## src/pfm_pkg.sv

```systemverilog
// Constants and carrier types of the port pin function multiplexer
package pfm_pkg;

   // Register bus geometry
   localparam int ADDR_W = 3;

   // Register offsets on the plain register port
   localparam logic [2:0] OFF_PA_LO = 3'h0;
   localparam logic [2:0] OFF_PA_HI = 3'h1;
   localparam logic [2:0] OFF_PB_LO = 3'h2;
   localparam logic [2:0] OFF_PB_HI = 3'h3;
   localparam logic [2:0] OFF_PC_LO = 3'h4;
   localparam logic [2:0] OFF_PC_HI = 3'h5;
   localparam logic [2:0] OFF_IN_SRC = 3'h6;
   localparam logic [2:0] OFF_LAST = 3'h6;
   localparam int NUM_REGS = 7;

   // Reset value of every selection register
   localparam logic [7:0] SEL_RST = 8'h00;
   // Implemented bits of the input source register
   localparam logic [7:0] IN_SRC_MASK = 8'h3F;

   // Field codes of a pin selection
   localparam logic [1:0] CODE_00 = 2'h0;
   localparam logic [1:0] CODE_01 = 2'h1;
   localparam logic [1:0] CODE_10 = 2'h2;
   localparam logic [1:0] CODE_11 = 2'h3;

   // Bit positions in the input source register
   localparam int SRC_IRQ_ZERO = 0;
   localparam int SRC_CAPTURE = 1;
   localparam int SRC_CHIP_SEL = 2;

   // Pad side of one 8-pin port
   typedef struct packed {
      logic [7:0] out;
      logic [7:0] oe;
      logic [7:0] pull;
      logic [7:0] analog;
   } pfm_port_t;

   // General I/O side of one port
   typedef struct packed {
      logic [7:0] out;
      logic [7:0] oe;
      logic [7:0] pull;
   } pfm_gpio_t;

   // Software visible selection state
   typedef struct packed {
      logic [7:0] pa_lo;
      logic [7:0] pa_hi;
      logic [7:0] pb_lo;
      logic [7:0] pb_hi;
      logic [7:0] pc_lo;
      logic [7:0] pc_hi;
      logic [5:0] in_src;
   } pfm_sel_t;

   // Peripheral outputs towards the pads
   typedef struct packed {
      logic cs_out;
      logic cs_oe;
      logic dout;
      logic dout_oe;
      logic sck_o;
      logic sck_oe;
      logic sda_o;
      logic sda_oe;
      logic uart_tx;
      logic timer0_output;
      logic timer0_output_inverted;
      logic periodic_timer_output;
      logic periodic_timer_output_inverted;
   } pfm_pout_t;

   // Pad levels handed to the peripherals
   typedef struct packed {
      logic serial_chip_select;
      logic sdi_sda;
      logic sck_scl;
      logic uart_rx;
      logic ext_interrupt_zero;
      logic ext_interrupt_one;
      logic timer0_clock_in;
      logic periodic_timer_capture_in;
      logic periodic_timer_clock_in;
      logic standard_timer_clock_in;
   } pfm_pin_t;

   // Special analog pin hookups
   typedef struct packed {
      logic slow_crystal_in;
      logic slow_crystal_out;
      logic lcd_bias_voltage;
      logic lcd_pump_cap_first;
      logic lcd_pump_cap_second;
      logic adc_reference;
   } pfm_spec_t;

endpackage : pfm_pkg

```

## src/pfm_regs.sv

```systemverilog
// Selection register file behind the plain register port
module pfm_regs (
   input wire logic sys_clk,
   input wire logic rst,
   input wire logic [pfm_pkg::ADDR_W-1:0] bus_addr,
   input wire logic [7:0] bus_wdata,
   input wire logic bus_wr,
   input wire logic bus_rd,
   output logic [7:0] bus_rdata,
   output pfm_pkg::pfm_sel_t sel
);
   import pfm_pkg::*;

   logic [7:0] mem [NUM_REGS];
   logic [7:0] next_rdata;

   // Register writes; addresses above the map are dropped
   always_ff @(posedge sys_clk or posedge rst) begin
      if (rst) begin
         for (int i = 0; i < NUM_REGS; i++) begin
            mem[i] <= SEL_RST;
         end
      end else if (bus_wr && bus_addr <= OFF_LAST) begin
         if (bus_addr == OFF_IN_SRC) begin
            mem[bus_addr] <= bus_wdata & IN_SRC_MASK;
         end else begin
            mem[bus_addr] <= bus_wdata;
         end
      end
   end

   // Read mux; unmapped reads and idle cycles answer zero
   always_comb begin
      next_rdata = 8'h00;
      if (bus_rd && bus_addr <= OFF_LAST) begin
         next_rdata = mem[bus_addr];
      end
   end

   // Read data stands only in the cycle after the strobe
   always_ff @(posedge sys_clk or posedge rst) begin
      if (rst) begin
         bus_rdata <= 8'h00;
      end else begin
         bus_rdata <= next_rdata;
      end
   end

   // Present the stored fields to the decoder
   assign sel.pa_lo = mem[OFF_PA_LO];
   assign sel.pa_hi = mem[OFF_PA_HI];
   assign sel.pb_lo = mem[OFF_PB_LO];
   assign sel.pb_hi = mem[OFF_PB_HI];
   assign sel.pc_lo = mem[OFF_PC_LO];
   assign sel.pc_hi = mem[OFF_PC_HI];
   assign sel.in_src = mem[OFF_IN_SRC][5:0];

endmodule : pfm_regs

```

## src/pfm_mux.sv

```systemverilog
// Pin function multiplexer for ports A, B and C
module pfm_mux #(
   parameter int unsigned PA7_KEY = 20,
   parameter int unsigned PA7_SEG = 15,
   parameter bit PC_LOW_SEG = 1'b1,
   parameter bit PC_HIGH_PINS = 1'b1,
   parameter bit PC_HIGH_SEG = 1'b1
) (
   input wire logic sys_clk,
   input wire logic rst,
   input wire logic [pfm_pkg::ADDR_W-1:0] bus_addr,
   input wire logic [7:0] bus_wdata,
   input wire logic bus_wr,
   input wire logic bus_rd,
   output logic [7:0] bus_rdata,
   input wire pfm_pkg::pfm_gpio_t gpio_a,
   input wire pfm_pkg::pfm_gpio_t gpio_b,
   input wire pfm_pkg::pfm_gpio_t gpio_c,
   input wire pfm_pkg::pfm_pout_t periph_out,
   output pfm_pkg::pfm_pin_t periph_in,
   input wire logic [7:0] pad_in_a,
   input wire logic [7:0] pad_in_b,
   input wire logic [7:0] pad_in_c,
   output pfm_pkg::pfm_port_t pad_a,
   output pfm_pkg::pfm_port_t pad_b,
   output pfm_pkg::pfm_port_t pad_c,
   output pfm_pkg::pfm_spec_t special,
   output logic [7:0] analog_sel,
   output logic [31:0] key_sel,
   output logic [31:0] seg_sel
);
   import pfm_pkg::*;

   pfm_sel_t sel;
   logic [1:0] ca [8];
   logic [1:0] cb [8];
   logic [1:0] cc [8];

   // Field of pin n, low register holds pins 0..3
   function automatic logic [1:0] pfm_code(input logic [7:0] lo,
                                           input logic [7:0] hi,
                                           input int unsigned n);
      if (n < 4) begin
         return lo[2*n +: 2];
      end
      return hi[2*(n-4) +: 2];
   endfunction : pfm_code

   // Plain general I/O; pull-high only while the pin is an input
   function automatic pfm_port_t pfm_pass(input pfm_gpio_t g);
      pfm_port_t p;
      p.out = g.out;
      p.oe = g.oe;
      p.pull = g.pull & ~g.oe;
      p.analog = 8'h00;
      return p;
   endfunction : pfm_pass

   // Hand a pin to a peripheral output
   function automatic pfm_port_t pfm_drive(input pfm_port_t p,
                                           input int unsigned n,
                                           input logic v,
                                           input logic e);
      pfm_port_t q;
      q = p;
      q.out[n] = v;
      q.oe[n] = e;
      q.pull[n] = 1'b0;
      return q;
   endfunction : pfm_drive

   // Cut driver and pull-high, connect the analog switch
   function automatic pfm_port_t pfm_iso(input pfm_port_t p,
                                         input int unsigned n);
      pfm_port_t q;
      q = p;
      q.out[n] = 1'b0;
      q.oe[n] = 1'b0;
      q.pull[n] = 1'b0;
      q.analog[n] = 1'b1;
      return q;
   endfunction : pfm_iso

   pfm_regs u_regs (
      .sys_clk(sys_clk),
      .rst(rst),
      .bus_addr(bus_addr),
      .bus_wdata(bus_wdata),
      .bus_wr(bus_wr),
      .bus_rd(bus_rd),
      .bus_rdata(bus_rdata),
      .sel(sel)
   );

   // Per-pin codes straight from the registers
   always_comb begin
      for (int i = 0; i < 8; i++) begin
         ca[i] = pfm_code(sel.pa_lo, sel.pa_hi, i);
         cb[i] = pfm_code(sel.pb_lo, sel.pb_hi, i);
         cc[i] = pfm_code(sel.pc_lo, sel.pc_hi, i);
      end
   end

   // Port A pads
   always_comb begin
      pfm_port_t p;
      p = pfm_pass(gpio_a);
      if (ca[0] == CODE_01) begin
         p = pfm_drive(p, 0, periph_out.dout, periph_out.dout_oe);
      end
      if (ca[1] == CODE_01) begin
         p = pfm_drive(p, 1, periph_out.timer0_output, 1'b1);
      end else if (ca[1] == CODE_11) begin
         p = pfm_iso(p, 1);
      end
      if (ca[2] == CODE_01) begin
         p = pfm_drive(p, 2, periph_out.cs_out, periph_out.cs_oe);
      end
      if (ca[3] == CODE_01) begin
         p = pfm_drive(p, 3, periph_out.cs_out, periph_out.cs_oe);
      end else if (ca[3] == CODE_10) begin
         p = pfm_iso(p, 3);
      end
      if (ca[4] == CODE_01) begin
         p = pfm_drive(p, 4, periph_out.dout, periph_out.dout_oe);
      end else if (ca[4] == CODE_10) begin
         p = pfm_iso(p, 4);
      end
      if (ca[5] == CODE_01) begin
         p = pfm_drive(p, 5, periph_out.timer0_output_inverted, 1'b1);
      end else if (ca[5] == CODE_11) begin
         p = pfm_iso(p, 5);
      end
      if (ca[6] == CODE_11) begin
         p = pfm_iso(p, 6);
      end
      if (ca[7][1]) begin
         p = pfm_iso(p, 7);
      end
      pad_a = p;
   end

   // Port B pads; the high nibble is key or analog on 1x codes
   always_comb begin
      pfm_port_t p;
      p = pfm_pass(gpio_b);
      case (cb[0])
         CODE_01: p = pfm_drive(p, 0, periph_out.sda_o,
                                periph_out.sda_oe);
         CODE_10, CODE_11: p = pfm_iso(p, 0);
         default: ;
      endcase
      case (cb[1])
         CODE_01: p = pfm_drive(p, 1, periph_out.sck_o,
                                periph_out.sck_oe);
         CODE_11: p = pfm_iso(p, 1);
         default: ;
      endcase
      case (cb[2])
         CODE_01: p = pfm_drive(p, 2, periph_out.uart_tx, 1'b1);
         CODE_10: p = pfm_drive(p, 2, periph_out.periodic_timer_output,
                                1'b1);
         CODE_11: p = pfm_iso(p, 2);
         default: ;
      endcase
      if (cb[3] == CODE_11) begin
         p = pfm_iso(p, 3);
      end
      if (cb[4] == CODE_01) begin
         p = pfm_drive(p, 4, periph_out.periodic_timer_output_inverted,
                       1'b1);
      end
      for (int i = 4; i < 8; i++) begin
         if (cb[i][1]) begin
            p = pfm_iso(p, i);
         end
      end
      pad_b = p;
   end

   // Port C pads; segment codes depend on the variant
   always_comb begin
      pfm_port_t p;
      p = pfm_pass(gpio_c);
      for (int i = 0; i < 4; i++) begin
         if (cc[i] == CODE_10 || (cc[i] == CODE_11 && PC_LOW_SEG)) begin
            p = pfm_iso(p, i);
         end
      end
      for (int i = 6; i < 8; i++) begin
         if (!PC_HIGH_PINS) begin
            p.out[i] = 1'b0; // Absent pins are left inert
            p.oe[i] = 1'b0;
            p.pull[i] = 1'b0;
         end else if (cc[i] == CODE_10 ||
                      (cc[i] == CODE_11 && PC_HIGH_SEG)) begin
            p = pfm_iso(p, i);
         end
      end
      pad_c = p;
   end

   // Crystal, LCD and reference hookups
   always_comb begin
      special.slow_crystal_in = (ca[3] == CODE_10);
      special.slow_crystal_out = (ca[4] == CODE_10);
      special.lcd_bias_voltage = (ca[1] == CODE_11);
      special.lcd_pump_cap_first = (ca[5] == CODE_11);
      special.lcd_pump_cap_second = (ca[6] == CODE_11);
      special.adc_reference = (cb[0] == CODE_10);
   end

   // Analog inputs 0..7 all sit on port B code 11
   always_comb begin
      for (int i = 0; i < 8; i++) begin
         analog_sel[i] = (cb[i] == CODE_11);
      end
   end

   // Touch key and segment map, indexed by key or segment number
   always_comb begin
      key_sel = 32'h0000_0000;
      seg_sel = 32'h0000_0000;
      key_sel[PA7_KEY] = (ca[7] == CODE_10);
      seg_sel[PA7_SEG] = (ca[7] == CODE_11);
      for (int i = 0; i < 4; i++) begin
         key_sel[1+i] = (cb[4+i] == CODE_10);
         key_sel[5+i] = (cc[i] == CODE_10);
         seg_sel[i] = (cc[i] == CODE_11) && PC_LOW_SEG;
      end
      for (int i = 6; i < 8; i++) begin
         key_sel[5+i] = (cc[i] == CODE_10) && PC_HIGH_PINS;
         seg_sel[i] = (cc[i] == CODE_11) && PC_HIGH_PINS && PC_HIGH_SEG;
      end
   end

   // Peripheral inputs; chip select, data, clock and receive sit high unless in code 01,
   // while interrupt, timer clock and capture inputs follow the pad in general I/O codes
   always_comb begin
      periph_in.serial_chip_select = sel.in_src[SRC_CHIP_SEL] ?
         ((ca[2] == CODE_01) ? pad_in_a[2] : 1'b1) :
         ((ca[3] == CODE_01) ? pad_in_a[3] : 1'b1);
      periph_in.sdi_sda = (cb[0] == CODE_01) ? pad_in_b[0] : 1'b1;
      periph_in.sck_scl = (cb[1] == CODE_01) ? pad_in_b[1] : 1'b1;
      periph_in.uart_rx = (cb[3] == CODE_01) ? pad_in_b[3] : 1'b1;
      periph_in.ext_interrupt_zero = sel.in_src[SRC_IRQ_ZERO] ?
         (!cb[3][0] && pad_in_b[3]) :
         ((ca[6] != CODE_11) && pad_in_a[6]);
      periph_in.ext_interrupt_one = !cb[7][1] && pad_in_b[7];
      periph_in.timer0_clock_in = (ca[6] != CODE_11) && pad_in_a[6];
      periph_in.periodic_timer_capture_in = sel.in_src[SRC_CAPTURE] ?
         ((cb[4] == CODE_00) && pad_in_b[4]) :
         ((cb[2] == CODE_00) && pad_in_b[2]);
      periph_in.periodic_timer_clock_in = !cb[6][1] && pad_in_b[6];
      periph_in.standard_timer_clock_in = !cb[5][1] && pad_in_b[5];
   end
endmodule : pfm_mux

```

## config.mk

```make
export PLATFORM = sky130hd
export DESIGN_NAME = pfm_mux
export DESIGN_NICKNAME = d
export VERILOG_FILES = /design/src/pfm_pkg.sv /design/src/pfm_regs.sv /design/src/pfm_mux.sv
export SDC_FILE = /design/constraint.sdc
export NUM_CORES = 1
export LEC_CHECK = 0
export BUFFER_PORTS_ARGS = -buffer_cell sky130_fd_sc_hd__buf_2
export CAP_MARGIN = 10
export CORE_AREA = 2 2 121 123
export DETAILED_ROUTE_END_ITERATION = 12
export DIE_AREA = 0 0 123 125
export GPL_ROUTABILITY_DRIVEN = 0
export PLACE_DENSITY = 0.67
export REMOVE_ABC_BUFFERS = 1
export SYNTH_ARGS = -nofsm -noshare
export SYNTH_HDL_FRONTEND = slang
export SYNTH_SLANG_ARGS = --single-unit
export TNS_END_PERCENT = 30
```

## constraint.sdc

```tcl
create_clock -name sys_clk -period 2.54 [get_ports sys_clk]
set_input_delay 0.635 -clock sys_clk [delete_from_list [all_inputs] [get_ports sys_clk]]
set_output_delay 0.635 -clock sys_clk [all_outputs]
set_load 0.05 [all_outputs]
```

======== After elaboration in Yosys (flattened, before gate mapping) ========
Cells that the tools add are included.
word-level totals
  register bits ........................... 64
  word-level logic and storage cells ...... 131
  bits of input ports ..................... 124
  output and inout port bits .............. 192
cells by class
  eq/ne operators ......................... 46
  reduce and logical (&&, ||, !) cells .... 23
  magnitude comparators ................... 3
  multiplexer cells ....................... 44
  bitwise gates (word level) .............. 7
operators by type and width
  kind                                                       number
  2-to-1 mux 29 bit                                          4
  bitwise mux 56 bit                                         2
  2-to-1 mux 28 bit                                          4
  2-to-1 mux 32 bit                                          3
  2-to-1 mux 31 bit                                          3
  2-to-1 mux 30 bit                                          3
  case mux 27 bit (3 select lines)                           1
  2-to-1 mux 26 bit                                          3
  equality test 2 bit (second input constant)                33
  2-to-1 mux 56 bit                                          1
  2-to-1 mux 27 bit                                          2
  case mux 26 bit (2 select lines)                           1
  2-to-1 mux 25 bit                                          2
  case mux 25 bit (2 select lines)                           1
  2-to-1 mux 8 bit                                           4
  AND 8 bit                                                  3
  binary-select mux 8 bit (select 3 bit)                     1
  demux 8 bit (select 3 bit)                                 1
  inverter 8 bit                                             3
  equality test 2 x 1 -> 1 bit (second input constant)       11
  logical AND 1 bit                                          10
  2-to-1 mux 1 bit                                           8
  logical OR 1 bit                                           6
  greater-or-equal comparator 4 bit (second input constant)  1
  8 further kinds                                            12

======== Longest topological paths before layout ========
  depth after elaboration ................. 14
  mapped depth ............................ 6
  mapped depth without buffers ............ 4

======== Hierarchy ========
A second synthesis with hierarchy kept.
second synthesis, totals
  cells, all modules ...................... 463
  area total of the unflattened synthesis .. 4802.1 um^2
modules (own cells, without submodules)
  module    seq. area each (um^2)  times used  area an instance (um^2)  cells each
  pfm_regs  1601.5                 1           3273.1                   243
  pfm_mux   0.0                    1           1529.0                   220

======== Worst setup path before layout ========
Ideal clock, no wire load.
  path type ............................... reg2out
  start ................................... reg u_regs.mem, in the netlist u_regs.sel[52]
  end ..................................... out pad_a[11] (netlist name)
  buffers on the path ..................... 1
  setup slack ............................. -0.666 ns
  arrival ................................. 2.571 ns
  stages on the path, launching flop included .. 4
  data required time ...................... 1.905 ns
  path through ............................ dfrtp_1 > clkbuf_1 > nor2b_1 > nor4b_1
RTL lines
  what                             RTL line        RTL
  start, declared                  pfm_regs.sv:14  logic [7:0] mem [NUM_REGS];
  start signal, assigned by index  pfm_regs.sv:25  mem[bus_addr] <= bus_wdata & IN_SRC_MASK;
  start signal, assigned by index  pfm_regs.sv:27  mem[bus_addr] <= bus_wdata;
  end, declared                    pfm_mux.sv:24   output pfm_pkg::pfm_port_t pad_a,

==> reports/summary.txt <==
FP Rows - 44
M1 GR Usage - 17.9%
Buffers on Ports - 248
Cell variety after synth - 33
Post-synth top cells - buf_4 (72), mux2_2 (65), dfrtp_1 (64)
Reg2reg setup slack - 1250 ps
Flops & latches, synth - 64
Die Area - 15,400 um^2
Layout cells sized above 1 - 54.2%
Avg WL per Cell - 13.5 um
Top-area cell type share of the netlist area - 36.1%
Worst EP arrival - 1650 ps
Place WS - 333 ps
Clock slew seen by the registers of the worst setup and hold paths - 50 ps
Lkg Pwr - 3.08 nW
Filler Cells Inserted - 1,433
DRT antenna net count - 0
Reg2reg path depth - 3
Final net count - 776
Via density - 4.47
Biggest area consumer among synthesized cells - dfrtp_1
Clock sink count - 64
VDD IR-drop max - 336 uV
Setup Viol. Count Final - 0
Max_slew headroom - 51.8%
Final Hold Viols - 0
GRT Total Usage - 14.2%
Setup TNS - 0 ps
Status - complete, no violations
Hold Crit Class - primary input to asynchronous set/reset pin
Final Power - 5.30 mW
FF+latch area - 1600 um^2
Mapped Area - 4440 um^2
RSZ-0062 raised after global routing - false
1st-iter DRT viols - 60
Crit path setup slack, layout - 251 ps
Clock latency on the worst-skew pair - 320 ps
Crit Path Class - register to output pin
CTS buffer count - 9
Pins Over Slew Limit - 0
First-pass GRT wire length - 17,100 um
Setup Skew - 2.26 ps
EDFF count, synth - 0
Met3 usage - 3.10%
DR DRC count - 0
Yosys synthesis warning count - 0
Core outline area - 14,200 um^2
Initial Utilization - 31.2%
Gr busiest metal - met2
Slew @ Worst Pin - 723 ps
Worst Path Required - 1900 ps
Seq/Total Area, Yosys - 36.1%
Met2 usage - 24.3%
R2R Path End - u_regs.bus_rdata[1]
Clk buf depth - 2
Grt ovf - 0
Largest net degree at the start of global routing - 33
Post-synth ARST share - 100%
Endpoint class of the critical path - output pin
Diode count - 0
Ranking of synthesized cells by area - dfrtp_1 (36%), mux2_2 (17%), buf_4 (12%)
Pwr dens - 907 nW/um^2
Multi-input logic area - 2370 um^2
Maxcap violations - 0
Die extent in x - 123 um
Fmax - 437 MHz
Fraction of the cycle the final worst path needs - 90.1%
Synthesis-to-finish area growth - 31.7%
Post-cts gate resize count - 0
Post-Synthesis Cells - 417
Via count - 3,723
Ports - 316
Final min period - 2290 ps
Post-CTS Hold Buffers - 0
Top FF cell, synth - dfrtp_1
Die height - 125 um
Syn avg cell area - 10.6 um^2
Drt first pass iters - 4
Vias in the first global route - 3,334
Hpwl dp - 8870 um
Crit start category - register
CTS H-Tree Depth - 3
Post-Route WL - 11,300 um
Most common cell in the synthesized netlist - buf_4
CTS tree - built
Initial antenna violation count - 0
Post-CTS setup buffer count - 0
Clock Tree Root - clkbuf_16
CP max FO - 5
-- final cells by class --
cell class                 instances  area share, %
multi-input combinational        305           40.6
sequential                        64           27.4
timing repair buffer             256           22.5
clock buffer                      13           4.80
tap                              184           3.94
inverter                          11          0.707
-- per-stage QoR --
| step | instance area, um^2 | hold WS (ps) | util [%] | std cells |
|---|---|---|---|---|
| after CTS | 5840 | 320 | 41.1 | 833 |
| after detailed placement | 5560 | 468 | 39.1 | 820 |
| after floorplan | 4020 | 444 | - | 380 |
| after global placement | 5560 | 462 | 39.1 | 820 |
| final | 5840 | 312 | 41.1 | 833 |
| after global routing | 5840 | 346 | 41.1 | 833 |
-- where the power goes --
group	switching (mW)	internal [mW]	leakage [nW]	total, mW
clock network	0.395	0.749	0.140	1.14
registers	0.272	1.23	0.781	1.50
logic	1.93	0.724	2.16	2.65
total	2.60	2.70	3.08	5.30
-- layout by cell type (no fill, tap or decap), drive strengths merged --
cell type	synthesis	layout
a21oi	2	2
a22oi	1	1
and2	20	20
and3b	2	2
buf	75	256
clkbuf	11	13
conb	1	50
dfrtp	64	64
ha	5	5
inv	11	11
mux2	65	65
mux2i	16	16
mux4	8	8
nand2	15	15
nand2b	5	5
nand3	7	7
nand3b	4	4
nand4b	3	3
nor2	9	9
nor2b	46	46
nor3	3	3
nor3b	18	18
nor4b	5	5
o211a	2	2
o211ai	1	1
o21ai	16	16
o221ai	1	1
or3b	1	1
-- worst max-delay path, stage by stage (launching register included) --
cell and delay, ps:
dfrtp_1 440, inv_1 130, ha_1 220, mux2_2 340
buf_2 210
-- logic make-up after synthesis --
logic type | after synthesis | synth area share [%]
flops | 64 | 36.1
simple gates | 138 | 20.7
other cells | 1 | 0.0845
compound gates | 23 | 3.02
buf+inv | 97 | 14.5
fa+ha+maj | 5 | 1.41
mux | 89 | 24.2
-- metal layers --
| layer | wire length [um] | part of all wire, % |
|---|---|---|
| met5 | 0 | 0 |
| met4 | 152 | 1.3 |
| met3 | 744 | 6.6 |
| met2 | 5590 | 50 |
| met1 | 4790 | 42 |
-- how the worst max path moves through the flow --
| stage | cells after the start | slack, ps | to |
|---|---|---|---|
| 4_1_cts | 4 | 250 | pad_b[18] |
| 5_1_grt | 4 | 160 | pad_b[18] |
| 3_5_place_dp | 4 | 330 | register |
| 2_1_floorplan | 2 | -790 | pad_a[11] |
| 3_3_place_gp | 4 | 360 | register |
| 6_report | 4 | 250 | pad_b[18] |
Power figures use the tool's default switching activity.
